## src/flash_host_pkg.sv

```systemverilog
// Purpose: constants for the boot-block flash host controller
// Assumes: 100 MHz clock, asynchronous flash bus driven from flip-flops
// Notes: command codes, status bit positions, own register map, bus timing
package flash_host_pkg;
  // ==========================================================
  // flash command codes
  localparam logic [7:0] cmd_read_array = 8'h00_FF;
  localparam logic [7:0] cmd_read_id = 8'h00_90;
  localparam logic [7:0] cmd_read_status = 8'h00_70;
  localparam logic [7:0] cmd_clear_status = 8'h00_50;
  localparam logic [7:0] cmd_program_setup = 8'h00_40;
  localparam logic [7:0] cmd_program_alt = 8'h00_10;
  localparam logic [7:0] cmd_erase_setup = 8'h00_20;
  localparam logic [7:0] cmd_erase_confirm = 8'h00_D0;
  localparam logic [7:0] cmd_erase_suspend = 8'h00_B0;
  localparam logic [7:0] cmd_erase_resume = 8'h00_D0;
  // ==========================================================
  // flash status bit positions
  localparam int supply_fault_flag = 3;
  localparam int program_fail_flag = 4;
  localparam int erase_fail_flag = 5;
  localparam int suspended_flag = 6;
  localparam int sequencer_ready_flag = 7;
  // ==========================================================
  // host register map (word offsets of the software port)
  localparam logic [3:0] reg_addr_off = 4'h0;
  localparam logic [3:0] reg_wdata_off = 4'h1;
  localparam logic [3:0] reg_cmd_off = 4'h2;
  localparam logic [3:0] reg_status_off = 4'h3;
  localparam logic [3:0] reg_rdata_off = 4'h4;
  localparam logic [3:0] reg_ctrl_off = 4'h5;
  // host command encodings written to reg_cmd_off
  localparam logic [3:0] op_read = 4'h1;
  localparam logic [3:0] op_read_id = 4'h2;
  localparam logic [3:0] op_read_status = 4'h3;
  localparam logic [3:0] op_clear_status = 4'h4;
  localparam logic [3:0] op_program = 4'h5;
  localparam logic [3:0] op_erase = 4'h6;
  localparam logic [3:0] op_suspend = 4'h7;
  localparam logic [3:0] op_resume = 4'h8;
  localparam logic [3:0] op_abort_program = 4'h9;
  localparam logic [3:0] op_read_array = 4'h0;
  // ctrl register bits
  localparam int ctrl_word_bit = 0;
  localparam int ctrl_reset_bit = 1;
  // word mode, flash reset pin released, so commands can start after reset
  localparam logic [1:0] ctrl_reset_value = 2'h3;
  // ==========================================================
  // bus timing: strobe low time and gap, in ns and cycles
  localparam int clk_period_ns = 10;
  localparam int strobe_low_ns = 90;
  localparam int strobe_gap_ns = 30;
  localparam int strobe_low_cycles = (strobe_low_ns + clk_period_ns - 1) / clk_period_ns;
  localparam int strobe_gap_cycles = (strobe_gap_ns + clk_period_ns - 1) / clk_period_ns;
endpackage

```

## src/flash_host.sv

```systemverilog
// Purpose: host that drives a boot-block flash through its asynchronous pins
// Assumes: software issues one operation at a time and polls status
// Notes: every flash pin and output comes straight from a flip-flop
`timescale 1ns/1ps
`default_nettype none
module flash_host
  import flash_host_pkg::*;
#(
  parameter int addr_width = 17,
  parameter int data_width = 16
) (
  // clock and reset
  input wire logic clk,
  input wire logic reset,
  // software port
  input wire logic [3:0] sw_addr,
  input wire logic [31:0] sw_wdata,
  input wire logic sw_write,
  input wire logic sw_read,
  output logic [31:0] sw_rdata,
  // flash pins
  output logic [addr_width-1:0] flash_addr,
  output logic chip_enable_n,
  output logic output_enable_n,
  output logic write_enable_n,
  output logic reset_powerdown_n,
  output logic byte_mode_n,
  input wire logic [data_width-1:0] data_io_bus_in,
  output logic [data_width-1:0] data_io_bus_out,
  output logic data_io_bus_oe
);
  // ==========================================================
  // elaboration checks
  initial begin
    if (data_width != 16 || addr_width < 1 || addr_width > 32) begin
      $error("flash_host: unsupported width");
    end
  end

  // ==========================================================
  // state
  typedef enum logic [3:0] {
    st_idle = 4'b0000,
    st_wr_low = 4'b0001,
    st_wr_gap = 4'b0010,
    st_rd_low = 4'b0011,
    st_rd_gap = 4'b0100,
    st_poll_low = 4'b0101,
    st_poll_gap = 4'b0110
  } state_t;

  typedef enum logic [1:0] {
    fl_array = 2'b00,
    fl_busy = 2'b01,
    fl_suspended = 2'b10
  } flash_mode_t;

  state_t state_reg;
  flash_mode_t mode_reg;
  logic [addr_width-1:0] target_reg;
  logic [data_width-1:0] wdata_reg;
  logic [3:0] op_reg;
  logic [1:0] step_reg;
  logic [7:0] count_reg;
  logic [1:0] ctrl_reg;
  logic busy_reg;
  logic error_reg;
  logic [7:0] status_reg;
  logic [data_width-1:0] rdata_reg;
  logic start;
  logic op_legal;
  logic [7:0] cur_code;
  logic [1:0] steps;
  logic last_step;

  assign start = sw_write && sw_addr == reg_cmd_off && !busy_reg;

  // which host ops the flash will honour in its present mode
  always_comb begin
    op_legal = 1'b1;
    case (mode_reg)
      fl_busy: op_legal = (sw_wdata[3:0] == op_read_status) ||
                          (sw_wdata[3:0] == op_suspend);
      fl_suspended: op_legal = (sw_wdata[3:0] == op_read_array) || (sw_wdata[3:0] == op_read) ||
                               (sw_wdata[3:0] == op_read_status) ||
                               (sw_wdata[3:0] == op_resume);
      default: op_legal = (sw_wdata[3:0] != op_suspend) && (sw_wdata[3:0] != op_resume);
    endcase
  end

  // command code for each write step of the current op
  always_comb begin
    cur_code = cmd_read_array;
    steps = 2'd1;
    case (op_reg)
      op_read: cur_code = cmd_read_array;
      op_read_id: cur_code = cmd_read_id;
      op_read_status: cur_code = cmd_read_status;
      op_clear_status: cur_code = cmd_clear_status;
      op_program, op_abort_program: begin
        cur_code = cmd_program_setup;
        steps = 2'd2;
      end
      op_erase: begin
        cur_code = (step_reg == 2'd0) ? cmd_erase_setup : cmd_erase_confirm;
        steps = 2'd2;
      end
      op_suspend: cur_code = cmd_erase_suspend;
      op_resume: cur_code = cmd_erase_resume;
      default: cur_code = cmd_read_array;
    endcase
  end

  assign last_step = (step_reg == steps - 2'd1);

  // ==========================================================
  // software registers
  always_ff @(posedge clk or posedge reset) begin
    if (reset) begin
      target_reg <= '0;
      wdata_reg <= '0;
      ctrl_reg <= ctrl_reset_value;
    end else if (sw_write && !busy_reg) begin
      case (sw_addr)
        reg_addr_off: target_reg <= sw_wdata[addr_width-1:0];
        reg_wdata_off: wdata_reg <= sw_wdata[data_width-1:0];
        reg_ctrl_off: ctrl_reg <= sw_wdata[1:0];
        default: ;
      endcase
    end
  end

  always_ff @(posedge clk or posedge reset) begin
    if (reset) begin
      sw_rdata <= '0;
    end else if (sw_read) begin
      case (sw_addr)
        reg_addr_off: sw_rdata <= 32'(target_reg);
        reg_wdata_off: sw_rdata <= 32'(wdata_reg);
        reg_status_off: sw_rdata <= {20'h0_0000, 2'(mode_reg), error_reg, busy_reg, status_reg};
        reg_rdata_off: sw_rdata <= 32'(rdata_reg);
        reg_ctrl_off: sw_rdata <= 32'(ctrl_reg);
        default: sw_rdata <= '0;
      endcase
    end else begin
      sw_rdata <= '0;
    end
  end

  // ==========================================================
  // pins that follow control
  always_ff @(posedge clk or posedge reset) begin
    if (reset) begin
      reset_powerdown_n <= 1'b0;
      byte_mode_n <= 1'b1;
    end else begin
      reset_powerdown_n <= ctrl_reg[ctrl_reset_bit];
      byte_mode_n <= ctrl_reg[ctrl_word_bit];
    end
  end

  // ==========================================================
  // bus sequencer
  always_ff @(posedge clk or posedge reset) begin
    if (reset) begin
      state_reg <= st_idle;
      op_reg <= op_read_array;
      step_reg <= 2'd0;
      count_reg <= '0;
      busy_reg <= 1'b0;
      error_reg <= 1'b0;
      chip_enable_n <= 1'b1;
      output_enable_n <= 1'b1;
      write_enable_n <= 1'b1;
      flash_addr <= '0;
      data_io_bus_out <= '0;
      data_io_bus_oe <= 1'b0;
    end else begin
      case (state_reg)
        st_idle: begin
          if (start && op_legal && ctrl_reg[ctrl_reset_bit]) begin
            op_reg <= sw_wdata[3:0];
            step_reg <= 2'd0;
            busy_reg <= 1'b1;
            error_reg <= 1'b0;
            flash_addr <= target_reg;
            if (sw_wdata[3:0] == op_read && mode_reg == fl_array) begin
              state_reg <= st_rd_low; // array already selected
              chip_enable_n <= 1'b0;
              output_enable_n <= 1'b0;
            end else begin
              state_reg <= st_wr_low;
              chip_enable_n <= 1'b0;
              write_enable_n <= 1'b0;
              data_io_bus_oe <= 1'b1;
            end
            count_reg <= 8'(strobe_low_cycles);
          end else if (start) begin
            error_reg <= 1'b1;
          end
          if (sw_wdata[3:0] == op_erase) begin
            data_io_bus_out <= 16'(cmd_erase_setup);
          end else begin
            data_io_bus_out <= 16'(sw_wdata[3:0] == op_program || sw_wdata[3:0] == op_abort_program ?
                                   cmd_program_setup : cmd_read_array);
          end
          if (start && op_legal) begin
            data_io_bus_out <= 16'(code_of(sw_wdata[3:0]));
          end
        end
        st_wr_low: begin
          if (count_reg > 8'd1) begin
            count_reg <= count_reg - 8'd1;
          end else begin
            // both strobes rise together, latching code and block address
            chip_enable_n <= 1'b1;
            write_enable_n <= 1'b1;
            count_reg <= 8'(strobe_gap_cycles);
            state_reg <= st_wr_gap;
          end
        end
        st_wr_gap: begin
          if (count_reg > 8'd1) begin
            count_reg <= count_reg - 8'd1;
          end else if (!last_step) begin
            step_reg <= step_reg + 2'd1;
            chip_enable_n <= 1'b0;
            write_enable_n <= 1'b0;
            if (op_reg == op_program) begin
              data_io_bus_out <= wdata_reg;
            end else if (op_reg == op_abort_program) begin
              data_io_bus_out <= '1;
            end else begin
              data_io_bus_out <= 16'(cmd_erase_confirm);
            end
            count_reg <= 8'(strobe_low_cycles);
            state_reg <= st_wr_low;
          end else begin
            data_io_bus_oe <= 1'b0;
            count_reg <= 8'(strobe_low_cycles);
            chip_enable_n <= 1'b0;
            output_enable_n <= 1'b0;
            case (op_reg)
              op_program, op_abort_program, op_erase, op_suspend: state_reg <= st_poll_low;
              op_read, op_read_id, op_read_status: state_reg <= st_rd_low;
              default: begin
                chip_enable_n <= 1'b1;
                output_enable_n <= 1'b1;
                busy_reg <= 1'b0;
                state_reg <= st_idle;
              end
            endcase
          end
        end
        st_rd_low, st_poll_low: begin
          if (count_reg > 8'd1) begin
            count_reg <= count_reg - 8'd1;
          end else begin
            chip_enable_n <= 1'b1; // fresh falling edge per poll
            output_enable_n <= 1'b1;
            count_reg <= 8'(strobe_gap_cycles);
            state_reg <= (state_reg == st_rd_low) ? st_rd_gap : st_poll_gap;
          end
        end
        st_rd_gap: begin
          if (count_reg > 8'd1) begin
            count_reg <= count_reg - 8'd1;
          end else begin
            busy_reg <= 1'b0; // pins idle afterwards
            state_reg <= st_idle;
          end
        end
        st_poll_gap: begin
          if (count_reg > 8'd1) begin
            count_reg <= count_reg - 8'd1;
          end else if (status_reg[sequencer_ready_flag]) begin
            busy_reg <= 1'b0;
            state_reg <= st_idle;
          end else begin
            chip_enable_n <= 1'b0;
            output_enable_n <= 1'b0;
            count_reg <= 8'(strobe_low_cycles);
            state_reg <= st_poll_low;
          end
        end
        default: state_reg <= st_idle;
      endcase
    end
  end

  function automatic logic [7:0] code_of(input logic [3:0] op);
    case (op)
      op_read_id: code_of = cmd_read_id;
      op_read_status: code_of = cmd_read_status;
      op_clear_status: code_of = cmd_clear_status;
      op_program, op_abort_program: code_of = cmd_program_setup;
      op_erase: code_of = cmd_erase_setup;
      op_suspend: code_of = cmd_erase_suspend;
      op_resume: code_of = cmd_erase_resume;
      default: code_of = cmd_read_array;
    endcase
  endfunction

  // ==========================================================
  // data capture at the end of the low phase, mirrors of the flash mode
  always_ff @(posedge clk or posedge reset) begin
    if (reset) begin
      rdata_reg <= '0;
      status_reg <= 8'h00_80;
    end else if ((state_reg == st_rd_low || state_reg == st_poll_low) && count_reg == 8'd1) begin
      if (state_reg == st_poll_low || op_reg == op_read_status) begin
        status_reg <= {data_io_bus_in[7:3], 3'b000}; // ready, suspend and fault flags from flash, bits 2:0 zero
      end
      rdata_reg <= byte_mode_n ? data_io_bus_in : {8'h00, data_io_bus_in[7:0]};
    end
  end

  always_ff @(posedge clk or posedge reset) begin
    if (reset) begin
      mode_reg <= fl_array;
    end else if (!ctrl_reg[ctrl_reset_bit]) begin
      mode_reg <= fl_array;
    end else if (state_reg == st_poll_gap && count_reg == 8'd1 && status_reg[sequencer_ready_flag]) begin
      mode_reg <= (op_reg == op_suspend && status_reg[suspended_flag]) ? fl_suspended : fl_array;
    end else if (state_reg == st_wr_gap && count_reg == 8'd1 && last_step) begin
      case (op_reg)
        op_program, op_abort_program, op_erase, op_resume: mode_reg <= fl_busy;
        default: mode_reg <= mode_reg;
      endcase
    end
  end
endmodule
`default_nettype wire

```

## config.mk

```make
export PLATFORM = sky130hd
export DESIGN_NAME = flash_host
export DESIGN_NICKNAME = d
export VERILOG_FILES = /design/src/flash_host_pkg.sv /design/src/flash_host.sv
export SDC_FILE = /design/constraint.sdc
export NUM_CORES = 1
export LEC_CHECK = 0
export BUFFER_PORTS_ARGS = -buffer_cell sky130_fd_sc_hd__buf_2
export CORE_AREA = 2 2 131 159
export CTS_CLUSTER_DIAMETER = 80
export DETAILED_ROUTE_END_ITERATION = 12
export DIE_AREA = 0 0 133 161
export HOLD_SLACK_MARGIN = 0.06
export PLACE_DENSITY = 0.53
export SETUP_SLACK_MARGIN = 0.4
export SYNTH_ARGS = -nofsm -noshare
export SYNTH_HDL_FRONTEND = slang
export SYNTH_SLANG_ARGS = --single-unit
```

## constraint.sdc

```tcl
create_clock -name clk -period 3.97 [get_ports clk]
set_clock_uncertainty 0.2 [all_clocks]
set_input_delay 0.5955 -clock clk [delete_from_list [all_inputs] [get_ports clk]]
set_output_delay 0.5955 -clock clk [all_outputs]
set_load 0.005 [all_outputs]
```

==> impl_metrics.json <==
{
  "cts.root.buffer_cell": "sky130_fd_sc_hd__clkbuf_16",
  "synth.ff_latch_count": 133,
  "multi_input_area_um2": 3020,
  "irDropWorstVdd_uv": 319,
  "drt_first_pass_iters": 4,
  "finish.instance_area_um2": 7840,
  "detailroute.via_count": 5064,
  "achievable_freq_ghz": 0.363,
  "floorplan.die.width_um": 133,
  "yosys_warnings": 0,
  "placer_s_final_routability_congestion_estimate": 0.862,
  "clk_pin_slew_ps": 60,
  "n_antenna_cell": 0,
  "detail-route-antenna-nets": 0,
  "setup_total_negative_slack_ps": 0,
  "worst_skew_pair.late_latency_ps": 420,
  "final_layout_size_suffix_gt1_share_pct": 27.1,
  "regToRegEndpoint": "data_io_bus_out[14]$_DFFE_PP0P_",
  "cts_post_setup_buffers_inserted": 0,
  "power-per-cell-area_nw_per_um2": 419,
  "grt_use_met2_pct": 28.5,
  "ys.flop_type": "sky130_fd_sc_hd__dfrtp_1",
  "largest_net_degree_at_the_start_of_global_routing": 134,
  "slew-limit-headroom_pct": 38.8,
  "maximum_fanout_encountered_on_the_critical_timing_path": 12,
  "drc": 0,
  "worstSetupPathType": "in -> reg",
  "die-area_um2": 21400,
  "period_share_pct": 69.4,
  "antenna_found_initial": 2,
  "first_global_vias": 5036,
  "total_routing_usage_reported_by_global_routing_pct": 17.1,
  "grt_overflow": 0,
  "syn-instance-count": 655,
  "yosys.cell_types.count": 70,
  "total_number_of_placement_rows": 57,
  "critical_path.startpoint_type": "input port",
  "p_leak_nw": 3.68,
  "fillerInstances": 2029,
  "r2r-start": "state_reg[0]$_DFFE_PP0P_",
  "hold_violations": 0,
  "drt-wirelength-per-cell_um": 17.2,
  "finish.utilization_pct": 39.4,
  "post_cts.resized_instances": 0,
  "nNetsFinal": 810,
  "synth.yosys.seq_area_share_pct": 50.1,
  "outcome": "complete, no violations",
  "die-height_um": 161,
  "r2r_slack_ps": 1380,
  "numCtsBuffers": 17,
  "finalSetupViolations": 0,
  "post-route-min-period_ps": 2750,
  "tritoncts_clock_tree": "built",
  "busiest_layer": "met2",
  "mean_number_of_vias_per_cell": 4.96,
  "regArea_um2": 3340,
  "tightestPinTransition_ps": 916,
  "timing.critical_path.required_ps": 4130,
  "grt_pass1_wl_um": 28100,
  "detail_placement_hpwl_um": 12500,
  "r2r_cells": 6,
  "io-pin-count": 127,
  "worst_hold_class": "in -> async",
  "timing.final.max_slew_violations": 0,
  "port_buffers": 96,
  "clk_path_buf_depth": 2,
  "mappedNetlistArea_um2": 6660,
  "htree_levels": 4,
  "coreArea_um2": 19900,
  "stdcell_count": 1021,
  "cts_stage_hold_buffer_count": 0,
  "first_iter_violations": 251,
  "timing.critical_path.to_type": "register",
  "number_of_sinks_on_the_clock_net": 133,
  "area_growth_syn_to_layout_pct": 17.7,
  "place_area_um2": 7290,
  "globalRouteMet3Util_pct": 3.80,
  "number_of_violations_of_the_max_capacitance_limit": 0,
  "timing.final.ws_setup_ps": 1220,
  "cp_data_arrival_time_ps": 2910,
  "setup_repair_after_global_routing_missed_its_margin": "false",
  "start_util_pct": 33.5,
  "synthesis.area_per_instance_um2": 10.2,
  "wl_um": 17600,
  "pre_cts_ws_ps": 765,
  "synth_enable_flop_cells": 0,
  "async_flop_share_pct": 100,
  "groute.layer.met1.usage_pct": 21.7,
  "placed_cells": 989
}
==> kinds of logic after synthesis <==
group	Yosys count	share of synthesized area, %
compound gates	157	15.6
flops	133	50.1
fa+ha+maj	11	2.07
mux	55	9.07
buf+inv	61	5.39
other cells	1	0.0563
xor+xnor	6	0.789
simple gates	231	16.9
==> placed cells by master (no fill, tap or decap), types with 4 or more instances in the layout <==
cell type	instances
sky130_fd_sc_hd__clkinv_2	4
sky130_fd_sc_hd__buf_4	5
sky130_fd_sc_hd__a22o_1	4
sky130_fd_sc_hd__nand3_1	9
sky130_fd_sc_hd__nor3_1	5
sky130_fd_sc_hd__o21ai_1	4
sky130_fd_sc_hd__mux2_2	38
sky130_fd_sc_hd__nor2_1	37
sky130_fd_sc_hd__nand4_1	8
sky130_fd_sc_hd__ha_1	11
sky130_fd_sc_hd__conb_1	15
sky130_fd_sc_hd__nand2b_1	9
sky130_fd_sc_hd__a31oi_1	10
sky130_fd_sc_hd__o22ai_1	4
sky130_fd_sc_hd__mux2i_1	12
sky130_fd_sc_hd__buf_2	96
sky130_fd_sc_hd__nand2_1	125
sky130_fd_sc_hd__dfstp_2	7
sky130_fd_sc_hd__o21ai_0	44
sky130_fd_sc_hd__mux2_1	5
sky130_fd_sc_hd__a21oi_1	37
sky130_fd_sc_hd__and3_1	4
sky130_fd_sc_hd__a22oi_1	18
sky130_fd_sc_hd__clkbuf_16	17
sky130_fd_sc_hd__dfrtp_1	126
sky130_fd_sc_hd__a21o_1	5
sky130_fd_sc_hd__inv_1	13
sky130_fd_sc_hd__nor2b_1	9
sky130_fd_sc_hd__clkinvlp_4	4
==> through the flow <==
step                power [mW]  hold WS [ps]
floorplan                 1.71           161
CTS                       3.32           186
finish                    3.28           179
detailed placement        1.82           171
global route              3.42           195
global placement          1.81           168
==> how the worst max path moves through the flow <==
stage	from	end	slack, ps	depth (start not counted)
2_1_floorplan	sw_wdata[1]	state_reg[2]$_DFFE_PP0P_	1470	9
3_3_place_gp	sw_wdata[1]	chip_enable_n$_DFFE_PP1P_	800	9
3_5_place_dp	sw_wdata[1]	chip_enable_n$_DFFE_PP1P_	770	9
4_1_cts	sw_wdata[1]	chip_enable_n$_DFFE_PP1P_	1220	9
5_1_grt	sw_wdata[1]	chip_enable_n$_DFFE_PP1P_	1060	9
6_report	sw_wdata[1]	chip_enable_n$_DFFE_PP1P_	1220	9
==> worst max-delay path, cell delays in order <==
cell                      delay (ps)
sky130_fd_sc_hd__buf_2           140
sky130_fd_sc_hd__inv_1           170
sky130_fd_sc_hd__ha_1            300
sky130_fd_sc_hd__nor3_1          240
sky130_fd_sc_hd__nor4b_1          90
sky130_fd_sc_hd__o311a_4         460
sky130_fd_sc_hd__a21oi_2         510
sky130_fd_sc_hd__nor2_1          110
sky130_fd_sc_hd__mux2_2          290
==> power breakdown <==
group          total, mW  switching, mW  internal (mW)
clock network       1.50          0.631          0.866
logic              0.228          0.119          0.109
registers           1.56          0.104           1.45
==> cell type report <==
cell class / count / share of cell area [%]
Clock buffer: 18 / 5.47
Clock inverter: 14 / 1.63
Tap cell: 265 / 4.23
Timing Repair Buffer: 102 / 6.86
Inverter: 14 / 0.718
Sequential cell: 133 / 42.5
Multi-Input combinational cell: 475 / 38.6
==> Yosys cell counts (3+ instances only) <==
master,n,area share [%]
sky130_fd_sc_hd__a21o_1,5,0.56
sky130_fd_sc_hd__a21oi_1,37,2.8
sky130_fd_sc_hd__a21oi_2,3,0.39
sky130_fd_sc_hd__a22o_1,4,0.53
sky130_fd_sc_hd__a22oi_1,18,2.0
sky130_fd_sc_hd__a31oi_1,10,0.94
sky130_fd_sc_hd__and3_1,4,0.38
sky130_fd_sc_hd__and3b_1,3,0.39
sky130_fd_sc_hd__buf_1,4,0.23
sky130_fd_sc_hd__buf_2,14,1.1
sky130_fd_sc_hd__buf_4,18,2.0
sky130_fd_sc_hd__buf_6,6,1.0
sky130_fd_sc_hd__clkbuf_1,5,0.28
sky130_fd_sc_hd__dfrtp_1,126,47
sky130_fd_sc_hd__dfstp_2,7,2.8
sky130_fd_sc_hd__ha_1,11,2.1
sky130_fd_sc_hd__inv_1,14,0.79
sky130_fd_sc_hd__mux2_1,5,0.85
sky130_fd_sc_hd__mux2_2,38,6.4
sky130_fd_sc_hd__mux2i_1,12,1.8
sky130_fd_sc_hd__nand2_1,125,7.0
sky130_fd_sc_hd__nand2b_1,9,0.85
sky130_fd_sc_hd__nand3_1,9,0.68
sky130_fd_sc_hd__nand4_1,8,0.75
sky130_fd_sc_hd__nor2_1,37,2.1
sky130_fd_sc_hd__nor2b_1,9,0.85
sky130_fd_sc_hd__nor3_1,5,0.38
sky130_fd_sc_hd__o2111ai_1,3,0.39
sky130_fd_sc_hd__o21ai_0,44,3.3
sky130_fd_sc_hd__o21ai_1,4,0.30
sky130_fd_sc_hd__o22ai_1,4,0.38
sky130_fd_sc_hd__o31ai_1,3,0.34
sky130_fd_sc_hd__or2_2,3,0.28
sky130_fd_sc_hd__xnor2_1,3,0.39
sky130_fd_sc_hd__xor2_1,3,0.39
==> per-layer routing <==
layer	wire length, um	share of wire (%)
met5	18	0.10
met2	8740	50
met4	324	1.8
met3	785	4.5
met1	7700	44
Note: power is estimated with default switching activity, not from simulation.
